File: src/pkg/tmsp_pkg.sv
`default_nettype none
package tmsp_pkg;
	localparam logic [6:0] ID_DEV_ADDR   = 7'h50;  // A0h byte
	localparam logic [6:0] DIAG_DEV_ADDR = 7'h51;  // A2h byte
	localparam logic [7:0] CAL_FIRST     = 8'h38;  // 56
	localparam logic [7:0] CAL_LAST      = 8'h5F;  // 95
	localparam logic [7:0] MON_FIRST     = 8'h60;
	localparam logic [7:0] MON_LAST      = 8'h69;
	localparam logic [7:0] USER_FIRST    = 8'h80;
	localparam int         MEM_WORDS     = 256;
	localparam logic [7:0] ROM_FILL      = 8'h00;
	localparam int         MON_CHANNELS  = 5;
	localparam logic [3:0] IRQ_RESET     = 4'h0;
	localparam int         IRQ_STARTED   = 0;
	localparam int         IRQ_STOPPED   = 1;
	localparam int         IRQ_WRITTEN   = 2;
	localparam int         IRQ_PROTECTED = 3;
	localparam logic [1:0] REG_STATUS    = 2'h0;
	localparam logic [1:0] REG_MASK      = 2'h1;
	localparam logic [1:0] REG_CTRL      = 2'h2;
	localparam logic [1:0] REG_PINS      = 2'h3;
	localparam int         CTRL_LASER_FAULT = 0;
	localparam int         CTRL_RX_LOST     = 1;
	typedef enum logic [2:0] {
		TMSP_IDLE, TMSP_DEVADR, TMSP_DEVACK, TMSP_WADDR, TMSP_WACK,
		TMSP_WDATA, TMSP_RDATA, TMSP_RACK
	} tmsp_state_e;
endpackage : tmsp_pkg
`default_nettype wire

File: src/pkg/tmsp_link_if.sv
`timescale 1ns/100ps
`default_nettype none
interface tmsp_link_if;
	logic       scl_rise;
	logic       scl_fall;
	logic       sda_in;
	logic       start_seen;
	logic       stop_seen;
	modport edge_side (output scl_rise, output scl_fall, output sda_in,
		output start_seen, output stop_seen);
	modport core_side (input scl_rise, input scl_fall, input sda_in,
		input start_seen, input stop_seen);
endinterface : tmsp_link_if
`default_nettype wire

File: src/hdl/tmsp_top.sv
// Implementation choices: the plain strobed port and the register addresses.
`timescale 1ns/100ps
`default_nettype none
module tmsp_top
	import tmsp_pkg::*;
#(
	parameter logic [7:0] ID_ROM_SEED   = 8'h5A,  // arbitrary identity fill
	parameter logic [7:0] DIAG_ROM_SEED = 8'hC3   // arbitrary factory fill
)
(
	input  wire logic        CLK,
	input  wire logic        RST_B,
	input  wire logic        CE,
	input  wire logic        TX_DISABLE_PIN,
	input  wire logic        TX_DISABLE_DRIVEN,
	output logic             TX_LASER_ON,
	input  wire logic        LASER_FAULT,
	input  wire logic        RX_POWER_LOW,
	output logic             TX_FAULT_OUT,
	output logic             TX_FAULT_OE,
	output logic             RECEIVE_POWER_LOST_OUT,
	output logic             RECEIVE_POWER_LOST_OE,
	output logic             MODULE_PRESENT_LINE_OUT,
	output logic             MODULE_PRESENT_LINE_OE,
	input  wire logic        ID_SERIAL_CLOCK_LINE,
	input  wire logic        ID_SERIAL_DATA_LINE_IN,
	output logic             ID_SERIAL_DATA_LINE_OUT,
	output logic             ID_SERIAL_DATA_LINE_OE,
	input  wire logic [79:0] MON_RAW,
	input  wire logic        MON_VALID,
	input  wire logic [1:0]  REG_ADDR,
	input  wire logic [7:0]  REG_WDATA,
	input  wire logic        REG_WR,
	input  wire logic        REG_RD,
	output logic      [7:0]  REG_RDATA,
	output logic             IRQ
);
	tmsp_link_if lnk ();
	tmsp_state_e state_q;
	logic [2:0]  bit_cnt_q;
	logic [7:0]  shift_q;
	logic [7:0]  addr_q;
	logic        diag_sel_q;
	logic        read_q;
	logic        sda_low_q;
	logic        armed_q;
	logic [7:0]  id_mem   [MEM_WORDS];
	logic [7:0]  diag_mem [MEM_WORDS];
	logic [1:0]  ctrl_q;
	logic [3:0]  status_q;
	logic [3:0]  mask_q;
	logic [3:0]  event_d;
	logic [1:0]  tx_dis_sync_q;
	logic [7:0]  rd_byte;
	logic        my_addr;

	// true where host writes land; identity and factory areas stay fixed
	function automatic logic writable(input logic diag, input logic [7:0] a);
		writable = diag && (a >= USER_FIRST);
	endfunction : writable

	function automatic logic [7:0] factory_byte(input logic [7:0] seed, input logic [7:0] a);
		factory_byte = seed ^ a;
	endfunction : factory_byte

	tmsp_edge u_edge
	(
		.clk     (CLK),
		.ce      (CE),
		.rst_b   (RST_B),
		.scl_pin (ID_SERIAL_CLOCK_LINE),
		.sda_pin (ID_SERIAL_DATA_LINE_IN),
		.lnk     (lnk)
	);

	// open pin reads as disabled, like the pull-up
	always_ff @(posedge CLK)
		if (!RST_B)
			tx_dis_sync_q <= 2'h3;
		else if (CE)
			tx_dis_sync_q <= {tx_dis_sync_q[0], TX_DISABLE_PIN || !TX_DISABLE_DRIVEN};
	assign TX_LASER_ON = !tx_dis_sync_q[1];

	// open drain: released means high, driven means low
	assign TX_FAULT_OUT = 1'b0;
	assign TX_FAULT_OE  = !(LASER_FAULT || ctrl_q[CTRL_LASER_FAULT]);
	assign RECEIVE_POWER_LOST_OUT = 1'b0;
	assign RECEIVE_POWER_LOST_OE  = !(RX_POWER_LOW || ctrl_q[CTRL_RX_LOST]);
	assign MODULE_PRESENT_LINE_OUT = 1'b0;
	assign MODULE_PRESENT_LINE_OE  = 1'b1;

	// scl is never driven, only sampled
	assign ID_SERIAL_DATA_LINE_OUT = 1'b0;
	assign ID_SERIAL_DATA_LINE_OE  = sda_low_q;

	assign my_addr = (shift_q[7:1] == ID_DEV_ADDR) || (shift_q[7:1] == DIAG_DEV_ADDR);
	assign rd_byte = diag_sel_q ? diag_mem[addr_q] : id_mem[addr_q];

	// serial target state machine
	always_ff @(posedge CLK)
		if (!RST_B)
		begin
			state_q    <= TMSP_IDLE;
			bit_cnt_q  <= 3'h0;
			shift_q    <= 8'h00;
			addr_q     <= 8'h00;
			diag_sel_q <= 1'b0;
			read_q     <= 1'b0;
			sda_low_q  <= 1'b0;
			armed_q    <= 1'b0;
		end
		else if (lnk.start_seen)
		begin
			state_q   <= TMSP_DEVADR;
			bit_cnt_q <= 3'h0;
			sda_low_q <= 1'b0;
			// the clock fall that closes a start is not a bit boundary
			armed_q   <= 1'b0;
		end
		else if (lnk.stop_seen)
		begin
			state_q   <= TMSP_IDLE;
			sda_low_q <= 1'b0;
		end
		else if (lnk.scl_rise)
		begin
			armed_q <= 1'b1;
			case (state_q)
				TMSP_DEVADR, TMSP_WADDR, TMSP_WDATA:
				begin
					shift_q   <= {shift_q[6:0], lnk.sda_in};
					bit_cnt_q <= bit_cnt_q + 3'h1;
				end
				TMSP_RACK:
					// host nack ends a sequential read; ack waits for the fall
					if (lnk.sda_in)
						state_q <= TMSP_IDLE;
				default:
					state_q <= state_q;
			endcase
		end
		else if (lnk.scl_fall)
		begin
			case (state_q)
				TMSP_DEVADR:
					if (bit_cnt_q == 3'h0 && armed_q)
					begin
						if (my_addr)
						begin
							diag_sel_q <= shift_q[1];
							read_q     <= shift_q[0];
							sda_low_q  <= 1'b1;
							state_q    <= TMSP_DEVACK;
						end
						else
							state_q <= TMSP_IDLE;
					end
				TMSP_DEVACK:
					if (read_q)
					begin
						state_q   <= TMSP_RDATA;
						shift_q   <= rd_byte;
						sda_low_q <= !rd_byte[7];
						bit_cnt_q <= 3'h1;
					end
					else
					begin
						state_q   <= TMSP_WADDR;
						sda_low_q <= 1'b0;
					end
				TMSP_WADDR, TMSP_WDATA:
					if (bit_cnt_q == 3'h0)
					begin
						sda_low_q <= 1'b1;
						state_q   <= TMSP_WACK;
						if (state_q == TMSP_WADDR)
							addr_q <= shift_q;
						else
							addr_q <= addr_q + 8'h01;
					end
				TMSP_WACK:
				begin
					sda_low_q <= 1'b0;
					state_q   <= TMSP_WDATA;
				end
				TMSP_RDATA:
					if (bit_cnt_q == 3'h0)
					begin
						sda_low_q <= 1'b0;
						addr_q    <= addr_q + 8'h01;
						state_q   <= TMSP_RACK;
					end
					else
					begin
						sda_low_q <= !shift_q[~bit_cnt_q];
						bit_cnt_q <= bit_cnt_q + 3'h1;
					end
				TMSP_RACK:
				begin
					state_q   <= TMSP_RDATA;
					shift_q   <= rd_byte;
					sda_low_q <= !rd_byte[7];
					bit_cnt_q <= 3'h1;
				end
				default:
					sda_low_q <= 1'b0;
			endcase
		end

	// factory image at reset; monitor slots refreshed live
	genvar gi;
	generate
		for (gi = 0; gi < MEM_WORDS; gi++)
		begin : g_mem
			localparam logic [7:0] A = 8'(gi);
			// clamped so slots outside the monitor range never index past the bus
			localparam int MI = (gi >= int'(MON_FIRST) && gi <= int'(MON_LAST))
				? gi - int'(MON_FIRST) : 0;
			always_ff @(posedge CLK)
				if (!RST_B)
				begin
					id_mem[gi]   <= factory_byte(ID_ROM_SEED, A);
					diag_mem[gi] <= (A >= CAL_FIRST && A <= CAL_LAST)
						? factory_byte(DIAG_ROM_SEED, A) : ROM_FILL;
				end
				else if (CE)
				begin
					if (A >= MON_FIRST && A <= MON_LAST && MON_VALID)
						diag_mem[gi] <= MON_RAW[8*MI +: 8];
					else if (lnk.scl_fall && state_q == TMSP_WDATA && bit_cnt_q == 3'h0
						&& diag_sel_q && addr_q == A && writable(diag_sel_q, A))
						diag_mem[gi] <= shift_q;
				end
		end
	endgenerate

	always_comb
	begin
		event_d = 4'h0;
		event_d[IRQ_STARTED] = lnk.start_seen;
		event_d[IRQ_STOPPED] = lnk.stop_seen;
		event_d[IRQ_WRITTEN] = lnk.scl_fall && state_q == TMSP_WDATA && bit_cnt_q == 3'h0
			&& writable(diag_sel_q, addr_q);
		event_d[IRQ_PROTECTED] = lnk.scl_fall && state_q == TMSP_WDATA && bit_cnt_q == 3'h0
			&& !writable(diag_sel_q, addr_q);
	end

	// set wins over a write-one clear in the same cycle
	always_ff @(posedge CLK)
		if (!RST_B)
			status_q <= IRQ_RESET;
		else if (CE)
			status_q <= (status_q & ~((REG_WR && REG_ADDR == REG_STATUS) ? REG_WDATA[3:0] : 4'h0))
				| event_d;

	always_ff @(posedge CLK)
		if (!RST_B)
		begin
			mask_q <= IRQ_RESET;
			ctrl_q <= 2'h0;
		end
		else if (CE && REG_WR)
		begin
			if (REG_ADDR == REG_MASK)
				mask_q <= REG_WDATA[3:0];
			if (REG_ADDR == REG_CTRL)
				ctrl_q <= REG_WDATA[1:0];
		end

	always_ff @(posedge CLK)
		if (!RST_B)
			REG_RDATA <= 8'h00;
		else if (CE)
		begin
			if (!REG_RD)
				REG_RDATA <= 8'h00;
			else
				case (REG_ADDR)
					REG_STATUS: REG_RDATA <= {4'h0, status_q};
					REG_MASK:   REG_RDATA <= {4'h0, mask_q};
					REG_CTRL:   REG_RDATA <= {6'h00, ctrl_q};
					REG_PINS:   REG_RDATA <= {TX_LASER_ON, !TX_FAULT_OE, !RECEIVE_POWER_LOST_OE,
						read_q, 1'b0, 3'(state_q)};
					default:    REG_RDATA <= 8'h00;
				endcase
		end

	assign IRQ = |(status_q & mask_q);
endmodule : tmsp_top
`default_nettype wire

File: src/hdl/tmsp_edge.sv
`timescale 1ns/100ps
`default_nettype none
module tmsp_edge
(
	input  wire logic    clk,
	input  wire logic    ce,
	input  wire logic    rst_b,
	input  wire logic    scl_pin,
	input  wire logic    sda_pin,
	tmsp_link_if.edge_side lnk
);
	logic [1:0] scl_sync_q;
	logic [1:0] sda_sync_q;
	logic       scl_prev_q;
	logic       sda_prev_q;

	// two flops before anything looks at the pins
	always_ff @(posedge clk)
		if (!rst_b)
		begin
			scl_sync_q <= 2'h3;
			sda_sync_q <= 2'h3;
			scl_prev_q <= 1'b1;
			sda_prev_q <= 1'b1;
		end
		else if (ce)
		begin
			scl_sync_q <= {scl_sync_q[0], scl_pin};
			sda_sync_q <= {sda_sync_q[0], sda_pin};
			scl_prev_q <= scl_sync_q[1];
			sda_prev_q <= sda_sync_q[1];
		end

	assign lnk.sda_in     = sda_sync_q[1];
	assign lnk.scl_rise   = ce && scl_sync_q[1] && !scl_prev_q;
	assign lnk.scl_fall   = ce && !scl_sync_q[1] && scl_prev_q;
	// sda moving while scl high frames a transaction
	assign lnk.start_seen = ce && scl_sync_q[1] && scl_prev_q && !sda_sync_q[1] && sda_prev_q;
	assign lnk.stop_seen  = ce && scl_sync_q[1] && scl_prev_q && sda_sync_q[1] && !sda_prev_q;
endmodule : tmsp_edge
`default_nettype wire

File: config.mk
export PLATFORM = sky130hd
export DESIGN_NAME = tmsp_top
export DESIGN_NICKNAME = d
export VERILOG_FILES = /design/src/pkg/tmsp_pkg.sv /design/src/pkg/tmsp_link_if.sv /design/src/hdl/tmsp_top.sv /design/src/hdl/tmsp_edge.sv
export SDC_FILE = /design/constraint.sdc
export NUM_CORES = 2
export LEC_CHECK = 0
export BUFFER_PORTS_ARGS = -buffer_cell sky130_fd_sc_hd__buf_2
export CORE_ASPECT_RATIO = 0.7
export CORE_UTILIZATION = 63
export DETAILED_ROUTE_END_ITERATION = 12
export PLACE_DENSITY = 0.8
export SLEW_MARGIN = 0
export SYNTH_ARGS = -nofsm -noshare
export SYNTH_HDL_FRONTEND = slang
export SYNTH_SLANG_ARGS = --single-unit
File: constraint.sdc
create_clock -name CLK -period 5.3 [get_ports CLK]
set_input_delay 1.325 -clock CLK [delete_from_list [all_inputs] [get_ports CLK]]
set_output_delay 1.325 -clock CLK [all_outputs]
set_load 0.05 [all_outputs]
==> results.tsv <==
stage	metric	value	unit
outcome	failing checks	max-capacitance violations	
worst_hold_path	WHS Endpoint	tx_dis_sync_q[1]$_SDFFE_PN1P_	
critical_path	Reg2Reg Launch Point	bit_cnt_q[0]$_SDFFE_PP0P_	
cts	post-cts hold buffer count	0	
synthesis	Synth area leader	edfxtp_1	
cts	CTS H-tree depth	3	
critical_path	crit-path max FO	15	
worst_hold_path	hold crit path type	reg2reg	
drt	# DRC	0	
global_route	GRT Total Usage	34.4	%
cts	post-CTS setup buffers	0	
floorplan	die height	242	um
critical_path	crit path max-delay cell type	o21ai_0	
synthesis	Area contributors post-synth	edfxtp_1, mux4_2, nor2_1	
timing	Fmax	0.226	GHz
synthesis	mux share of post-synthesis cell area	13.9	%
floorplan	Die Wd	345	um
place	RD Place Congestion	0.967	
floorplan	core area	0.0810	mm^2
critical_path	capturing point of the worst reg2reg path	diag_mem[230][6]$_SDFFCE_PN0P_	
timing	Setup Skew	25.4	ps
timing	relative slew slack	0.362	%
final_layout	Area Growth Syn to Fin	10.9	%
synthesis	Synth Flop Type	edfxtp_1	
synthesis	Seq cells post-synth	1164	
synthesis	Synth cell types	73	
floorplan	Die ar.	0.0835	mm^2
global_route	Overflow after GRT	0	
global_route	vias in the first global route	33353	
worst_hold_path	hold path startpoint	tx_dis_sync_q[0]$_SDFFE_PN1P_	
floorplan	num rows	87	
critical_path	Critical Path, Cell by Cell	inv_1 -> ha_1 -> nand2b_1 -> or3_1 -> nor4_2 -> and3_1 -> nand2_4 -> o21ai_0 -> buf_4	
place	post-DP HPWL	91.4	mm
synthesis	combinational family with the most area after synthesis	multiplexers	
cts	Sink Count	1164	
synthesis	EDFF count, synth	1104	
critical_path	setup slack, reg-to-reg	880	ps
synthesis	Synth Area in Compound Gates	4.78	%
place	PortBufs	110	
final_layout	most common cell after layout, fill and taps aside	nor2_1	
drt	Initial DRT Pass Iterations	12	
timing	Slew Viols, Final	0	
timing	crit share post-route	83.4	%
synthesis	Synth Area in Simple Gates	11.6	%
final_layout	fraction of layout cells with a size suffix above 1	19.2	%
timing	final setup vio count	0	
timing	measured slew at the worst slew-check pin	1480	ps
drt	WL/cell	28.1	um
critical_path	WP data arrival	4800	ps
power_and_ir_drop	sequential power share	56.3	%
drt	vias per inst	6.79	
synthesis	Yosys top cell area share	63.9	%
synthesis	Cell Area, Synth	0.0518	mm^2
power_and_ir_drop	Sw Ratio	20.7	%
timing	minimum clock period	4420	ps
worst_hold_path	hold path depth	2	
global_route	first-pass GRT wire length	211	mm
cts	CTS Buf Count	105	
drt	via count	34478	
final_layout	most frequent cells in the layout	nor2_1, edfxtp_1, mux4_2	
drt	number of antenna-violating nets in the routed design	0	
synthesis	Synth Area per Inst	13.6	um^2
synthesis	ys async rst share	0	%
critical_path	CP Launch Type	flip-flop	
synthesis	Synth Area in XOR/XNOR	0	%
flow_run	MaxCap Viol Count	1	
power_and_ir_drop	cell-internal power	0.0150	W
drt	Detailed Route Iter0 Violations	5867	
cts	TritonCTS clock tree	done	
power_and_ir_drop	switching pwr	0.00391	W
power_and_ir_drop	PD cells	328	mW/mm^2
timing	setup TNS	0	ps
synthesis	Synth Instances	3824	
critical_path	CP Class	reg2reg	
synthesis	Seq/Total Area, Yosys	66.3	%
timing	unrepaired setup endpoints after global routing	no	
timing	count of final hold-check violations	0	
global_route	pin count of the biggest net entering global routing	106	
cts	Root Driver	clkbuf_16	
cts	worst skew pair latency	680	ps
floorplan	Starting Density	64.0	%
cts	Post-CTS Resized	0	
power_and_ir_drop	Pleak	18.2	nW
synthesis	post-synthesis adder-cell area fraction	0.145	%
cts	CTS max path bufs	3	
critical_path	worst path bufs/invs	2	
critical_path	crit-path max cell delay	1220	ps
power_and_ir_drop	clock share of power	39.9	%
global_route	initial antenna violation count	4	
power_and_ir_drop	Worst VDD drop	0.000326	V
final_layout	final net count	4037	
critical_path	Worst Path Required	5680	ps
critical_path	cell count of the worst reg-to-reg path	9	
drt	WL final	143	mm
critical_path	CP endpoint kind	flip-flop	
critical_path	Top delay family on crit path	simple AND/OR/NAND/NOR gates	
power_and_ir_drop	Comb pwr share	3.8	%
cts	Reg clk slew, reported paths	60	ps
outcome	status	finished, violations left	
floorplan	I/O pins	120	
timing	Fin Hold WS	472	ps
synthesis	Synthesis Warnings	0	
-- cells by family (layout without fill, tap and decap cells) --
group,after synthesis,after routing
AO/OA/AOI/OAI,398,398
adder cells (fa/ha/maj),6,6
buffers and inverters,373,555
flip-flops,1164,1164
multiplexers,406,406
other,2,6
AND/OR/NAND/NOR,1475,1475
-- worst reg2reg max path, stage by stage, from the launching register on --
cell and delay, ps:
dfxtp_1 380, inv_1 80, ha_1 160, nand2b_1 140, or3_1 450, nor4_2 520
and3_1 500, nand2_4 290, o21ai_0 1250, buf_4 340
-- metrics by stage --
stage	std cells	cell area (um^2)	utilization, %	total power, W	setup slack, ps
detailed placement	4890	54200	66.9	0.0115	550
floorplan	3827	51900	-	0.0112	1290
CTS	5077	57500	71.0	0.0189	1220
finish	5078	57500	71.0	0.0189	879
global route	5077	57500	71.0	0.0193	813
global placement	4890	54200	66.9	0.0115	591
-- layout make-up --
class	instances	area [um^2]
multi-input cells	2290	15900
repair buffers	351	2540
clock inverters	54	504
flip-flops and latches	1164	34400
fillers	5081	23500
diodes	1	2.50
inverters	17	66.3
well taps	1068	1340
clock buffers	133	2820
-- routing by layer --
layer | GRT usage (%) | vias up | routed length (um)
li1 | - | 14205 | -
met1 | 48.9 | 16805 | 50100
met2 | 49.0 | 2982 | 61900
met3 | 12.2 | 482 | 24600
met4 | 13.4 | 4 | 6200
met5 | 0 | - | 23
-- cell usage after synthesis (all sizes together), types with 4 or more instances --
cell and count:
o311ai 4, a211oi 18, o21ai 174, dfxtp 60, nand4 9, nor3 14, o22ai 30, a221oi 16
o2111ai 5, a31oi 8, edfxtp 1104, and2 87, inv 16, mux4 245, mux2i 158, nor2 1113
a22o 4, ha 6, nand2b 12, clkbuf 274, nor2b 10, o221ai 11, nand2 176, nand3 27
o211ai 15, a22oi 25, a311oi 6, a21oi 57, nor3b 5, buf 82, and3 5
-- worst max path at each step --
stage,depth (start not counted),endpoint,start
detailed placement,8,diag_mem[230][2]$_SDFFCE_PN0P_,CE
finish,9,diag_mem[230][6]$_SDFFCE_PN0P_,bit_cnt_q[0]$_SDFFE_PP0P_
floorplan,3,diag_mem[100][0]$_SDFFCE_PN0P_,RST_B
CTS,9,diag_mem[230][6]$_SDFFCE_PN0P_,bit_cnt_q[0]$_SDFFE_PP0P_
global route,9,diag_mem[230][6]$_SDFFCE_PN0P_,bit_cnt_q[0]$_SDFFE_PP0P_
global placement,8,diag_mem[230][2]$_SDFFCE_PN0P_,CE
-- registers in the layout (all words and copies together), names as in the netlist, 3 cells and up, named ones only --
name / cells
REG_RDATA: 8
state_q: 3
status_q: 4
diag_mem: 1104
shift_q: 8
bit_cnt_q: 3
mask_q: 4
addr_q: 8
-- power groups by stage --
stage / clock, W / sequential, W / combinational [W]
floorplan: 0 / 0.0108 / 0.000393
global placement: 0 / 0.0108 / 0.000680
detailed placement: 0 / 0.0108 / 0.000695
CTS: 0.00753 / 0.0106 / 0.000701
global route: 0.00788 / 0.0107 / 0.000747
finish: 0.00754 / 0.0106 / 0.000719
(Power assumes the default switching activity.)
